## src/csrb_defines.vh

```
// register offsets, field positions and reset values of the clock synth register bank
// Functional notes
// - read-only fields ignore writes; other fields read and write.
// - real-time status bits read the live monitored level.
// - latched status sets on its edge, clears on write of one only.
// - latched status with its enable set raises an interrupt request.
// - reset returns every configuration field to its default.
// - lower bytes go to a transfer register; highest byte commits all.
// - without highest byte write the active field stays unchanged.
// - read-live control makes divider reads return live value, transfer untouched.
// - ROM bank select beats EEPROM bank select in address mapping.
// - soft reset spares interface, itself, hard reset, bus address, config status 5:0.
// - hard reset acts like reset pin, latches pin defaults, starts auto-configuration; code clears only what soft reset clears, bus address kept.
// - output stop is global stop OR own stop when stop source is 0001.
// - ring oscillator disable: 0 enabled, 1 powered down, after auto-configuration.
// - open-drain serial out drives low only; otherwise drives both levels.
// - crystal pin mode 00 off, 01 crystal, 10 external oscillator, 11 unused.
// - enable bits power the PLL and each of three input receivers.
// - per-output enable bit powers that output's divider, phase and stop logic.
// - group source 00 integer, 01 fractional or bypass, 11 fanout, 10 unused.
`ifndef CSRB_DEFINES_VH
`define CSRB_DEFINES_VH
`define CSRB_A_BANK      7'h00
`define CSRB_A_MASTER_CONFIG_ONE      7'h01
`define CSRB_A_MASTER_CONFIG_TWO      7'h02
`define CSRB_A_PLLEN     7'h03
`define CSRB_A_ICEN      7'h04
`define CSRB_A_OUTPUT_ENABLE_LOW     7'h05
`define CSRB_A_OUTPUT_ENABLE_HIGH     7'h06
`define CSRB_A_MUX1      7'h07
`define CSRB_A_MUX2      7'h08
`define CSRB_A_STOP1     7'h09
`define CSRB_A_STOP2     7'h0A
`define CSRB_A_SRC       7'h0B
`define CSRB_A_BUSADDR   7'h0C
`define CSRB_A_CONFIGURATION_STATUS     7'h40
`define CSRB_A_LATST     7'h41
`define CSRB_A_RTST      7'h42
`define CSRB_A_IE        7'h43
`define CSRB_A_FBCTL     7'h50
`define CSRB_A_FB1       7'h51
`define CSRB_A_FB6       7'h56
`define CSRB_B_BANK      7
`define CSRB_B_SOFT_RESET_BIT      7
`define CSRB_B_HARD_RESET_BIT      6
`define CSRB_B_STOP      5
`define CSRB_B_RING_OSC_DISABLE     3
`define CSRB_B_ODSO      1
`define CSRB_B_DBL       2
`define CSRB_B_CFGD      7
`define CSRB_B_RDLIVE    0
`define CSRB_RST_MASTER_CONFIG_ONE    8'h00
`define CSRB_RST_MASTER_CONFIG_TWO    8'h00
`define CSRB_RST_PLLEN   8'h00
`define CSRB_RST_ICEN    8'h00
`define CSRB_RST_OCEN    8'h00
`define CSRB_RST_MUX     8'h00
`define CSRB_RST_STOP    8'h00
`define CSRB_RST_SRC     4'h1
`define CSRB_RST_BUSHI   5'h1C
`define CSRB_RST_FB      42'h000_0000_0000
`define CSRB_SRC_GLOBAL  4'h1
`define CSRB_MUX_INT     2'h0
`define CSRB_MUX_FRAC    2'h1
`define CSRB_MUX_NONE    2'h2
`define CSRB_MUX_FAN     2'h3
`endif

```

## src/csrb_top.v

```verilog
// register bank of the clock synthesizer with staged divider and reset controls
`include "csrb_defines.vh"
module csrb_top #(
  parameter NSTAT = 8
) (
  input  wire              mclk_i,
  input  wire              soft_reset_bit_i,
  input  wire              ce_i,
  input  wire              wr_i,
  input  wire              rd_i,
  input  wire [6:0]        addr_i,
  input  wire [7:0]        wdata_i,
  input  wire              rom_bank_select_i,
  input  wire [1:0]        if_pins_i,
  input  wire              test_pin_i,
  input  wire [2:0]        ac_pins_i,
  input  wire              autocfg_done_i,
  input  wire [NSTAT-1:0]  rt_status_i,
  input  wire [41:0]       fb_live_i,
  input  wire              so_data_i,
  input  wire              so_active_i,
  input  wire [7:0]        ee_rdata_i,
  output reg  [7:0]        rdata_o,
  output reg               ee_sel_o,
  output reg               ee_wr_o,
  output reg               ee_rd_o,
  output reg               so_out_o,
  output reg               so_oe_o,
  output reg               core_rst_o,
  output reg               autocfg_start_o,
  output reg               irq_o,
  output reg  [9:0]        out_stop_o,
  output reg               ring_osc_pd_o,
  output reg               doubler_en_o,
  output reg               xtal_drv_en_o,
  output reg               xa_ext_en_o,
  output reg               pll_en_o,
  output reg  [2:0]        input_en_o,
  output reg  [9:0]        out_en_o,
  output reg  [11:0]       group_src_o,
  output reg  [5:0]        group_on_o,
  output reg  [41:0]       fb_div_o
);
  // configuration state
  reg        bank_reg;
  reg [1:0]  master_config_one_hi_reg;
  reg [5:0]  master_config_one_lo_reg;
  // reset bits and the rest of the master register live in separate processes
  wire [7:0] master_config_one_reg = {master_config_one_hi_reg, master_config_one_lo_reg};
  reg [7:0]  master_config_two_reg;
  reg [7:0]  pllen_reg;
  reg [7:0]  icen_reg;
  reg [7:0]  output_enable_low_reg;
  reg [7:0]  output_enable_high_reg;
  reg [7:0]  mux1_reg;
  reg [7:0]  mux2_reg;
  reg [7:0]  stop1_reg;
  reg [7:0]  stop2_reg;
  reg [9:0]  src_glob_reg;
  reg [6:0]  busaddr_reg;
  reg        cfgd_reg;
  reg [5:0]  cfgpin_reg;
  reg [7:0]  ie_reg;
  reg [7:0]  rise_en_reg;
  reg        rdlive_reg;
  reg [39:0] xfer_reg;
  reg [41:0] fb_reg;
  reg        hard_reset_bit_d_reg;
  wire [NSTAT-1:0] lat_w;
  localparam [7:0] MASTER_CONFIG_ONE_RST = `CSRB_RST_MASTER_CONFIG_ONE;

  // 2-bit group source code is legal unless it is the unused value
  function mux_live;
    input [1:0] code;
    begin
      mux_live = (code != `CSRB_MUX_NONE);
    end
  endfunction

  // address decode: bank select visible always, ROM bank wins over EEPROM
  wire bank_ee   = bank_reg && !rom_bank_select_i;
  wire to_ee     = bank_ee && (addr_i != `CSRB_A_BANK);
  wire reg_wr    = ce_i && wr_i && !to_ee;
  wire reg_rd    = ce_i && rd_i && !to_ee;
  wire soft_rst  = master_config_one_reg[`CSRB_B_SOFT_RESET_BIT];
  wire hard_rst  = master_config_one_reg[`CSRB_B_HARD_RESET_BIT];
  wire core_rst  = soft_reset_bit_i || soft_rst || hard_rst;
  wire full_rst  = soft_reset_bit_i || hard_rst;
  wire lat_clr   = reg_wr && (addr_i == `CSRB_A_LATST);
  wire [2:0] fb_idx = addr_i[2:0] - 3'd1;
  wire fb_addr   = (addr_i >= `CSRB_A_FB1) && (addr_i <= `CSRB_A_FB6);

  // latched status bits, all set on a rising edge since rise_en_reg is never written and stays all ones
  genvar gi;
  generate
    for (gi = 0; gi < NSTAT; gi = gi + 1) begin : g_lat
      csrb_latch_bit csrb_latch_bit_inst (
        .mclk_i    (mclk_i),
        .soft_reset_bit_i    (core_rst),
        .ce_i      (ce_i),
        .sig_i     (rt_status_i[gi]),
        .rise_en_i (rise_en_reg[gi]),
        .fall_en_i (!rise_en_reg[gi]),
        .clr_i     (lat_clr && wdata_i[gi]),
        .flag_o    (lat_w[gi])
      );
    end
  endgenerate

  // soft and hard reset bits: spared by soft/hard reset, cleared only by the pin
  always @(posedge mclk_i) begin
    if (soft_reset_bit_i) begin
      master_config_one_hi_reg   <= MASTER_CONFIG_ONE_RST[7:6];
      bank_reg      <= 1'b0;
    end else if (ce_i) begin
      if (reg_wr && addr_i == `CSRB_A_MASTER_CONFIG_ONE) begin
        master_config_one_hi_reg <= wdata_i[7:6];
      end
      if (ce_i && wr_i && addr_i == `CSRB_A_BANK) begin
        bank_reg <= wdata_i[`CSRB_B_BANK];
      end
    end
  end

  // bus address: pin reset only, low bits from interface pins
  always @(posedge mclk_i) begin
    if (soft_reset_bit_i) begin
      busaddr_reg <= {`CSRB_RST_BUSHI, if_pins_i};
    end else if (ce_i) begin
      if (reg_wr && addr_i == `CSRB_A_BUSADDR) begin
        busaddr_reg <= wdata_i[6:0];
      end
    end
  end

  // pin straps latched on the clock after reset pin or hard reset releases
  always @(posedge mclk_i) begin
    if (soft_reset_bit_i) begin
      cfgpin_reg <= 6'h00;
      hard_reset_bit_d_reg <= 1'b1;
    end else if (ce_i) begin
      hard_reset_bit_d_reg <= hard_rst;
      if (hard_reset_bit_d_reg && !hard_rst) begin
        cfgpin_reg <= {if_pins_i, test_pin_i, ac_pins_i};
      end
    end
  end

  // configuration fields revert to defaults under any reset
  always @(posedge mclk_i) begin
    if (core_rst) begin
      master_config_one_lo_reg   <= MASTER_CONFIG_ONE_RST[5:0];
      master_config_two_reg      <= `CSRB_RST_MASTER_CONFIG_TWO;
      pllen_reg     <= `CSRB_RST_PLLEN;
      icen_reg      <= `CSRB_RST_ICEN;
      output_enable_low_reg     <= `CSRB_RST_OCEN;
      output_enable_high_reg     <= `CSRB_RST_OCEN;
      mux1_reg      <= `CSRB_RST_MUX;
      mux2_reg      <= `CSRB_RST_MUX;
      stop1_reg     <= `CSRB_RST_STOP;
      stop2_reg     <= `CSRB_RST_STOP;
      src_glob_reg  <= {10{1'b1}};
      ie_reg        <= 8'h00;
      rise_en_reg   <= 8'hFF;
      rdlive_reg    <= 1'b0;
      xfer_reg      <= 40'h00_0000_0000;
      fb_reg        <= `CSRB_RST_FB;
      cfgd_reg      <= 1'b0;
    end else if (ce_i && reg_wr) begin
      cfgd_reg <= 1'b1; // set by any register write
      case (addr_i)
        `CSRB_A_MASTER_CONFIG_ONE:  master_config_one_lo_reg <= wdata_i[5:0];
        `CSRB_A_MASTER_CONFIG_TWO:  master_config_two_reg <= wdata_i;
        `CSRB_A_PLLEN: pllen_reg <= wdata_i;
        `CSRB_A_ICEN:  icen_reg <= wdata_i;
        `CSRB_A_OUTPUT_ENABLE_LOW: output_enable_low_reg <= wdata_i;
        `CSRB_A_OUTPUT_ENABLE_HIGH: output_enable_high_reg <= wdata_i;
        `CSRB_A_MUX1:  mux1_reg <= wdata_i;
        `CSRB_A_MUX2:  mux2_reg <= wdata_i;
        `CSRB_A_STOP1: stop1_reg <= wdata_i;
        `CSRB_A_STOP2: stop2_reg <= wdata_i;
        // bit n: output n uses the global stop (stop source 0001)
        `CSRB_A_SRC:   src_glob_reg <= {src_glob_reg[9:8], wdata_i};
        `CSRB_A_IE:    ie_reg <= wdata_i;
        `CSRB_A_FBCTL: begin
          rdlive_reg  <= wdata_i[`CSRB_B_RDLIVE];
          rise_en_reg <= rise_en_reg;
        end
        `CSRB_A_FB6:   fb_reg <= {wdata_i[1:0], xfer_reg};
        default: begin
          if (fb_addr) begin
            xfer_reg[fb_idx*8 +: 8] <= wdata_i;
          end
        end
      endcase
    end
  end

  // read mux; status and pin fields are read-only
  reg [7:0] rd_next;
  always @* begin
    rd_next = 8'h00;
    case (addr_i)
      `CSRB_A_BANK:    rd_next = {bank_reg, 7'h00};
      `CSRB_A_MASTER_CONFIG_ONE:    rd_next = master_config_one_reg;
      `CSRB_A_MASTER_CONFIG_TWO:    rd_next = master_config_two_reg;
      `CSRB_A_PLLEN:   rd_next = pllen_reg;
      `CSRB_A_ICEN:    rd_next = icen_reg;
      `CSRB_A_OUTPUT_ENABLE_LOW:   rd_next = output_enable_low_reg;
      `CSRB_A_OUTPUT_ENABLE_HIGH:   rd_next = output_enable_high_reg;
      `CSRB_A_MUX1:    rd_next = mux1_reg;
      `CSRB_A_MUX2:    rd_next = mux2_reg;
      `CSRB_A_STOP1:   rd_next = stop1_reg;
      `CSRB_A_STOP2:   rd_next = stop2_reg;
      `CSRB_A_SRC:     rd_next = src_glob_reg[7:0];
      `CSRB_A_BUSADDR: rd_next = {1'b0, busaddr_reg};
      `CSRB_A_CONFIGURATION_STATUS:   rd_next = {cfgd_reg, 1'b0, cfgpin_reg};
      `CSRB_A_LATST:   rd_next = lat_w;
      `CSRB_A_RTST:    rd_next = rt_status_i;
      `CSRB_A_IE:      rd_next = ie_reg;
      `CSRB_A_FBCTL:   rd_next = {7'h00, rdlive_reg};
      default: begin
        if (fb_addr) begin
          // top byte holds only bits 41:40; byte index would run past the field
          if (addr_i == `CSRB_A_FB6) begin
            if (rdlive_reg) begin
              rd_next = {6'h00, fb_live_i[41:40]};
            end else begin
              rd_next = {6'h00, fb_reg[41:40]};
            end
          end else if (rdlive_reg) begin
            rd_next = fb_live_i[fb_idx*8 +: 8];
          end else begin
            rd_next = fb_reg[fb_idx*8 +: 8];
          end
        end
      end
    endcase
  end

  // registered outputs
  always @(posedge mclk_i) begin
    if (soft_reset_bit_i) begin
      rdata_o         <= 8'h00;
      ee_sel_o        <= 1'b0;
      ee_wr_o         <= 1'b0;
      ee_rd_o         <= 1'b0;
      so_out_o        <= 1'b1;
      so_oe_o         <= 1'b0;
      core_rst_o      <= 1'b1;
      autocfg_start_o <= 1'b0;
      irq_o           <= 1'b0;
      out_stop_o      <= 10'h000;
      ring_osc_pd_o   <= 1'b0;
      doubler_en_o    <= 1'b0;
      xtal_drv_en_o   <= 1'b0;
      xa_ext_en_o     <= 1'b0;
      pll_en_o        <= 1'b0;
      input_en_o      <= 3'h0;
      out_en_o        <= 10'h000;
      group_src_o     <= 12'h000;
      group_on_o      <= 6'h00;
      fb_div_o        <= `CSRB_RST_FB;
    end else if (ce_i) begin
      if (rd_i) begin
        rdata_o <= reg_rd ? rd_next : ee_rdata_i;
      end
      ee_sel_o        <= bank_ee;
      ee_wr_o         <= wr_i && to_ee;
      ee_rd_o         <= rd_i && to_ee;
      // open drain drives only low
      if (master_config_one_reg[`CSRB_B_ODSO]) begin
        so_out_o <= 1'b0;
        so_oe_o  <= so_active_i && !so_data_i;
      end else begin
        so_out_o <= so_data_i;
        so_oe_o  <= so_active_i;
      end
      core_rst_o      <= core_rst;
      autocfg_start_o <= hard_reset_bit_d_reg && !hard_rst;
      irq_o           <= |(lat_w & ie_reg);
      out_stop_o      <= ({stop2_reg[1:0], stop1_reg}) |
                         ({10{master_config_one_reg[`CSRB_B_STOP]}} & src_glob_reg);
      ring_osc_pd_o   <= master_config_one_reg[`CSRB_B_RING_OSC_DISABLE] && autocfg_done_i;
      doubler_en_o    <= master_config_two_reg[`CSRB_B_DBL];
      xtal_drv_en_o   <= (master_config_two_reg[1:0] == 2'b01);
      xa_ext_en_o     <= (master_config_two_reg[1:0] == 2'b10);
      pll_en_o        <= pllen_reg[0];
      input_en_o      <= icen_reg[2:0];
      out_en_o        <= {output_enable_high_reg[1:0], output_enable_low_reg};
      group_src_o     <= {mux2_reg[5:0], mux1_reg[5:0]};
      group_on_o      <= {mux_live(mux2_reg[5:4]), mux_live(mux2_reg[3:2]),
                          mux_live(mux2_reg[1:0]), mux_live(mux1_reg[5:4]),
                          mux_live(mux1_reg[3:2]), mux_live(mux1_reg[1:0])};
      fb_div_o        <= fb_reg;
    end
  end
endmodule

```

## src/csrb_latch_bit.v

```verilog
// one latched status bit with edge select and write-one-to-clear
module csrb_latch_bit (
  input  wire       mclk_i,
  input  wire       soft_reset_bit_i,
  input  wire       ce_i,
  input  wire       sig_i,
  input  wire       rise_en_i,
  input  wire       fall_en_i,
  input  wire       clr_i,
  output reg        flag_o
);
  reg sig_d_reg;

  // edge capture; a set in the clear cycle wins
  always @(posedge mclk_i) begin
    if (soft_reset_bit_i) begin
      // start from the live level so a high status leaving reset is not an edge
      sig_d_reg <= sig_i;
      flag_o    <= 1'b0;
    end else if (ce_i) begin
      sig_d_reg <= sig_i;
      if ((rise_en_i && sig_i && !sig_d_reg) || (fall_en_i && !sig_i && sig_d_reg)) begin
        flag_o <= 1'b1;
      end else if (clr_i) begin
        flag_o <= 1'b0;
      end
    end
  end
endmodule

```

## config.mk

```make
export PLATFORM = sky130hd
export DESIGN_NAME = csrb_top
export DESIGN_NICKNAME = d
export VERILOG_FILES = /design/src/csrb_top.v /design/src/csrb_latch_bit.v
export VERILOG_INCLUDE_DIRS = /design/src /design/src/src
export SDC_FILE = /design/constraint.sdc
export NUM_CORES = 1
export LEC_CHECK = 0
export BUFFER_PORTS_ARGS = -buffer_cell sky130_fd_sc_hd__buf_2
export CAP_MARGIN = 5
export CORE_ASPECT_RATIO = 2
export CORE_MARGIN = 5
export CORE_UTILIZATION = 35
export CTS_CLUSTER_SIZE = 10
export DETAILED_ROUTE_END_ITERATION = 7
export HOLD_SLACK_MARGIN = 0.12
export SLEW_MARGIN = 10
export SYNTH_ARGS = -nofsm -noshare
export SYNTH_HDL_FRONTEND = slang
export SYNTH_HIERARCHICAL = 1
export SYNTH_SLANG_ARGS = --single-unit
```

## constraint.sdc

```tcl
create_clock -name mclk_i -period 5.5 [get_ports mclk_i]
set_input_delay 0.825 -clock mclk_i [delete_from_list [all_inputs] [get_ports mclk_i]]
set_output_delay 0.825 -clock mclk_i [all_outputs]
set_load 0.02 [all_outputs]
```

==> impl_metrics.csv <==
group,metric,value,unit
synthesis,ys.flop_type,"dfxtp_1",
final_layout,fin_area,16000,µm²
global_route,grt_antenna_before_repair,2,
worst_setup_path,reg2regPathDepth,7,
sta,unrepaired_setup_endpoints_after_global_routing,"no",
final_layout,fin_nets,1720,
power_and_ir_drop,power_leakage,6.14,nW
clock_network,numCtsBuffers,37,
global_route,track_usage,0.228,
placement,place.gp.congestion,0.975,
synthesis,syn_inst,1489,
route,vias,11791,
worst_setup_path,crit_chain,"buf_2 > inv_1 > ha_1 > xor2_2 > clkinv_1 > ha_1 > nand4b_1 > nor2_1 > nand3_1 > nand3_1 > o21ai_0",
placement,detailedPlacementHpwl,36.0,mm
route,first_iter_violations,1047,
power_and_ir_drop,power,0.00486,W
clock_network,cts_max_path_buffers,3,
worst_setup_path,kind_of_start_point_of_the_critical_path,"input port",
sta,final-setup-viol-count,0,
worst_setup_path,maximum_cell_stage_delay_along_the_critical_path,0.54,ns
synthesis,synthArstFlopShare,0,
power_and_ir_drop,ir_drop,0.000234,V
synthesis,synth_enable_flop_cells,10,
global_route,grt-ovfl-total,0,
sta,tightest_slew,1.16,ns
route,route.top_layer_used,"met5",
sta,setup_tns,0,ns
run,cap_violations,0,
synthesis,ys.warnings.count,6,
worst_setup_path,crit_arrival,3.82,ns
global_route,grt_start_max_net_pins,99,
placement,post_dp_cell_area,15000,µm²
route,detail_route.vias_per_cell,5.47,
clock_network,htree_levels,2,
worst_hold_path,whs_endpoint,"fb_reg[29]",
clock_network,tritoncts,"yes",
clock_network,worst_skew_pair.late_latency,0.53,ns
outcome,outcome,"finished clean",
clock_network,clock_sinks,315,
floorplanning,die_width,150,µm
final_layout,post-route-util,0.413,
worst_hold_path,hp-start,"xfer_reg[29]",
clock_network,hold_buffers_post_cts,0,
sta,drv_slew,0,
synthesis,netlist_top_cells_area,"dfxtp_1, mux2i_1, nor2_1, nand2_1, a21oi_1",
synthesis,ys_seq_area_frac,0.468,
floorplanning,dieHeight,290,µm
route,drtAntennaViolNets,0,
floorplanning,core_area,38700,µm²
sta,finalHoldViolations,0,
worst_setup_path,reg2reg_slack,2.98,ns
clock_network,setup_buffers_after_cts,0,
synthesis,syn-mean-instance-area,9.20,µm²
route,detailroute.wirelength.met3,2.89,mm
synthesis,synth_largest_area_cell,"dfxtp_1",
clock_network,root_buffer,"clkbuf_16",
clock_network,cts.clk_slew.worst_paths,0.06,ns
sta,max_slew_margin,0.226,
global_route,number_of_global_route_vias_before_repair,12021,
sta,period_minus_slack,3.45,ns
final_layout,areaGrowthSynthToFinish,16.7,%
synthesis,synth.distinct_cells,65,
floorplanning,io_pins,192,
worst_setup_path,cpLargestDelayFamily,"simple AND/OR/NAND/NOR gates",
sta,finClkSkew,0.0221,ns
worst_setup_path,reg2reg_to,"fb_reg[11]",
worst_setup_path,cell_type_of_the_slowest_stage_on_the_worst_timing_path,"clkinv_1",
route,drt_drc_violations_left,0,
floorplanning,floorplan.initialDensity,0.354,
worst_setup_path,worst-setup-path-type,"input port to flip-flop",
route,met1_length,18.0,mm
floorplanning,std_cell_rows,102,
synthesis,ys_seq_elements,315,
clock_network,cts_resized,0,
floorplanning,dieArea,43400,µm²
worst_hold_path,hp-class,"flip-flop to flip-flop",
route,total_wirelength_of_the_detailed_routed_design,50.3,mm
sta,post-route-period-util,0.627,
synthesis,yosysTopAreaCellShare,0.446,
route,dr.pass1.iters,7,
sta,fmax,290,MHz
route,wl_met2,25.9,mm
worst_hold_path,holdPathStages,2,
worst_setup_path,r2r_start,"bank_reg",
worst_setup_path,timing.critical_path.from,"addr_i[0]",
final_layout,drive_above_1_share,0.189,
global_route,wire_length_of_the_first_global_routing_pass,75.0,mm
worst_setup_path,path_max_fanout,17,
placement,placement.io_buffers,191,
power_and_ir_drop,pwrdens,304,nW/µm²
worst_setup_path,critical_path.endpoint_type,"flip-flop",
worst_setup_path,critPathRequiredTime,5.87,ns
synthesis,synth_area,13700,µm²
route,post_drt_wl_per_cell,23.3,µm
worst_setup_path,worst-path-buf-inv,3,
[cell type report]
| class | count | area (µm²) |
|---|---|---|
| Antenna cell | 1 | 2.50 |
| Multi-Input combinational cell | 1052 | 6770 |
| Clock inverter | 1 | 16.3 |
| Fill cell | 3861 | 22700 |
| Timing Repair Buffer | 207 | 1080 |
| Tap cell | 520 | 651 |
| Clock buffer | 48 | 998 |
| Inverter | 13 | 51.3 |
| Sequential cell | 315 | 6410 |
[worst min-delay path, stage by stage, from the launching register on]
cell	delay, ns
dfxtp_1	0.31
nand2_1	0.05
a21oi_1	0.05
[worst max-delay path by stage]
stage | to | slack [ns] | cells past startpoint
floorplan | xfer_reg[37] | 1.79 | 15
global placement | xfer_reg[34] | 1.61 | 11
detailed placement | xfer_reg[34] | 1.59 | 11
CTS | xfer_reg[34] | 2.14 | 11
global route | xfer_reg[34] | 1.77 | 11
finish | xfer_reg[34] | 2.05 | 11
[layer usage]
layer / vias up / global-route usage
met2: 492 / 0.411
li1: 5494 / -
met5: - / 0
met4: 2 / 0.137
met3: 141 / 0.0362
met1: 5662 / 0.246
[cells by family after synthesis]
logic type               count (synthesis)  synth area share
multiplexers                           208             0.168
other                                    2          0.000548
flip-flops                             315             0.468
AND/OR/NAND/NOR                        577             0.199
XOR/XNOR                                 1           0.00119
buffers and inverters                  136            0.0422
AO/OA/AOI/OAI                          244             0.116
adder cells (fa/ha/maj)                  6           0.00548
[power by group]
part / total [W] / internal (W) / leakage, nW / switching [W]
clock network: 0.00220 / 0.00126 / 0.493 / 0.000942
registers: 0.00234 / 0.00232 / 2.57 / 0.0000173
logic: 0.000322 / 0.0000959 / 3.08 / 0.000226
[synthesized netlist by cell type, drive strengths merged, types with 3 or more instances]
cell	n
or2	10
or4b	3
a311oi	5
a211oi	11
nor2b	9
a221oi	11
a222oi	3
a2111oi	6
a31oi	16
inv	12
and3	15
o22ai	4
buf	42
mux2i	183
a211o	5
ha	6
nor3	17
nand3	67
and2	10
dfxtp	305
nor2	224
nand4b	17
a32oi	3
o21ai	28
nand2	172
a21bo	8
mux4	17
and4	5
nand3b	3
nor4	3
nand4	7
a21oi	97
clkbuf	81
a22oi	27
nand2b	6
edfxtp	10
a22o	12
mux2	8
[cell usage in the layout, fill, tap and decap left out, types with 6 or more instances in the layout]
cell type | Yosys | layout
a22oi_1 | 27 | 27
nand3_1 | 66 | 66
and3_1 | 14 | 14
dfxtp_1 | 305 | 304
mux2_2 | 8 | 8
nand4_1 | 7 | 7
nand4b_1 | 17 | 17
buf_2 | 25 | 189
or2_2 | 9 | 9
inv_1 | 12 | 11
nor3_4 | 8 | 8
nand2_1 | 172 | 172
a211oi_1 | 11 | 11
mux4_2 | 17 | 17
conb_1 | 2 | 16
a21bo_2 | 8 | 8
nor2b_1 | 9 | 9
edfxtp_1 | 10 | 10
nor2_1 | 221 | 221
nor3_1 | 9 | 8
buf_4 | 1 | 17
a22o_1 | 12 | 12
a221oi_1 | 11 | 11
clkbuf_1 | 79 | 9
a31oi_1 | 16 | 16
nand2b_1 | 6 | 6
o21ai_0 | 28 | 28
a21oi_1 | 97 | 97
and2_1 | 10 | 10
clkbuf_16 | 0 | 38
mux2i_1 | 183 | 183
ha_1 | 6 | 6
[metrics by stage]
step / hold WS (ns) / cells / setup WS, ns
after detailed placement: 0.445 / 2107 / 1.59
final: 0.446 / 2157 / 2.05
after global routing: 0.468 / 2157 / 1.77
after CTS: 0.443 / 2156 / 2.14
after floorplan: 0.432 / 1503 / 1.79
after global placement: 0.437 / 2107 / 1.61
No activity file was read; power rests on OpenSTA's default activity.
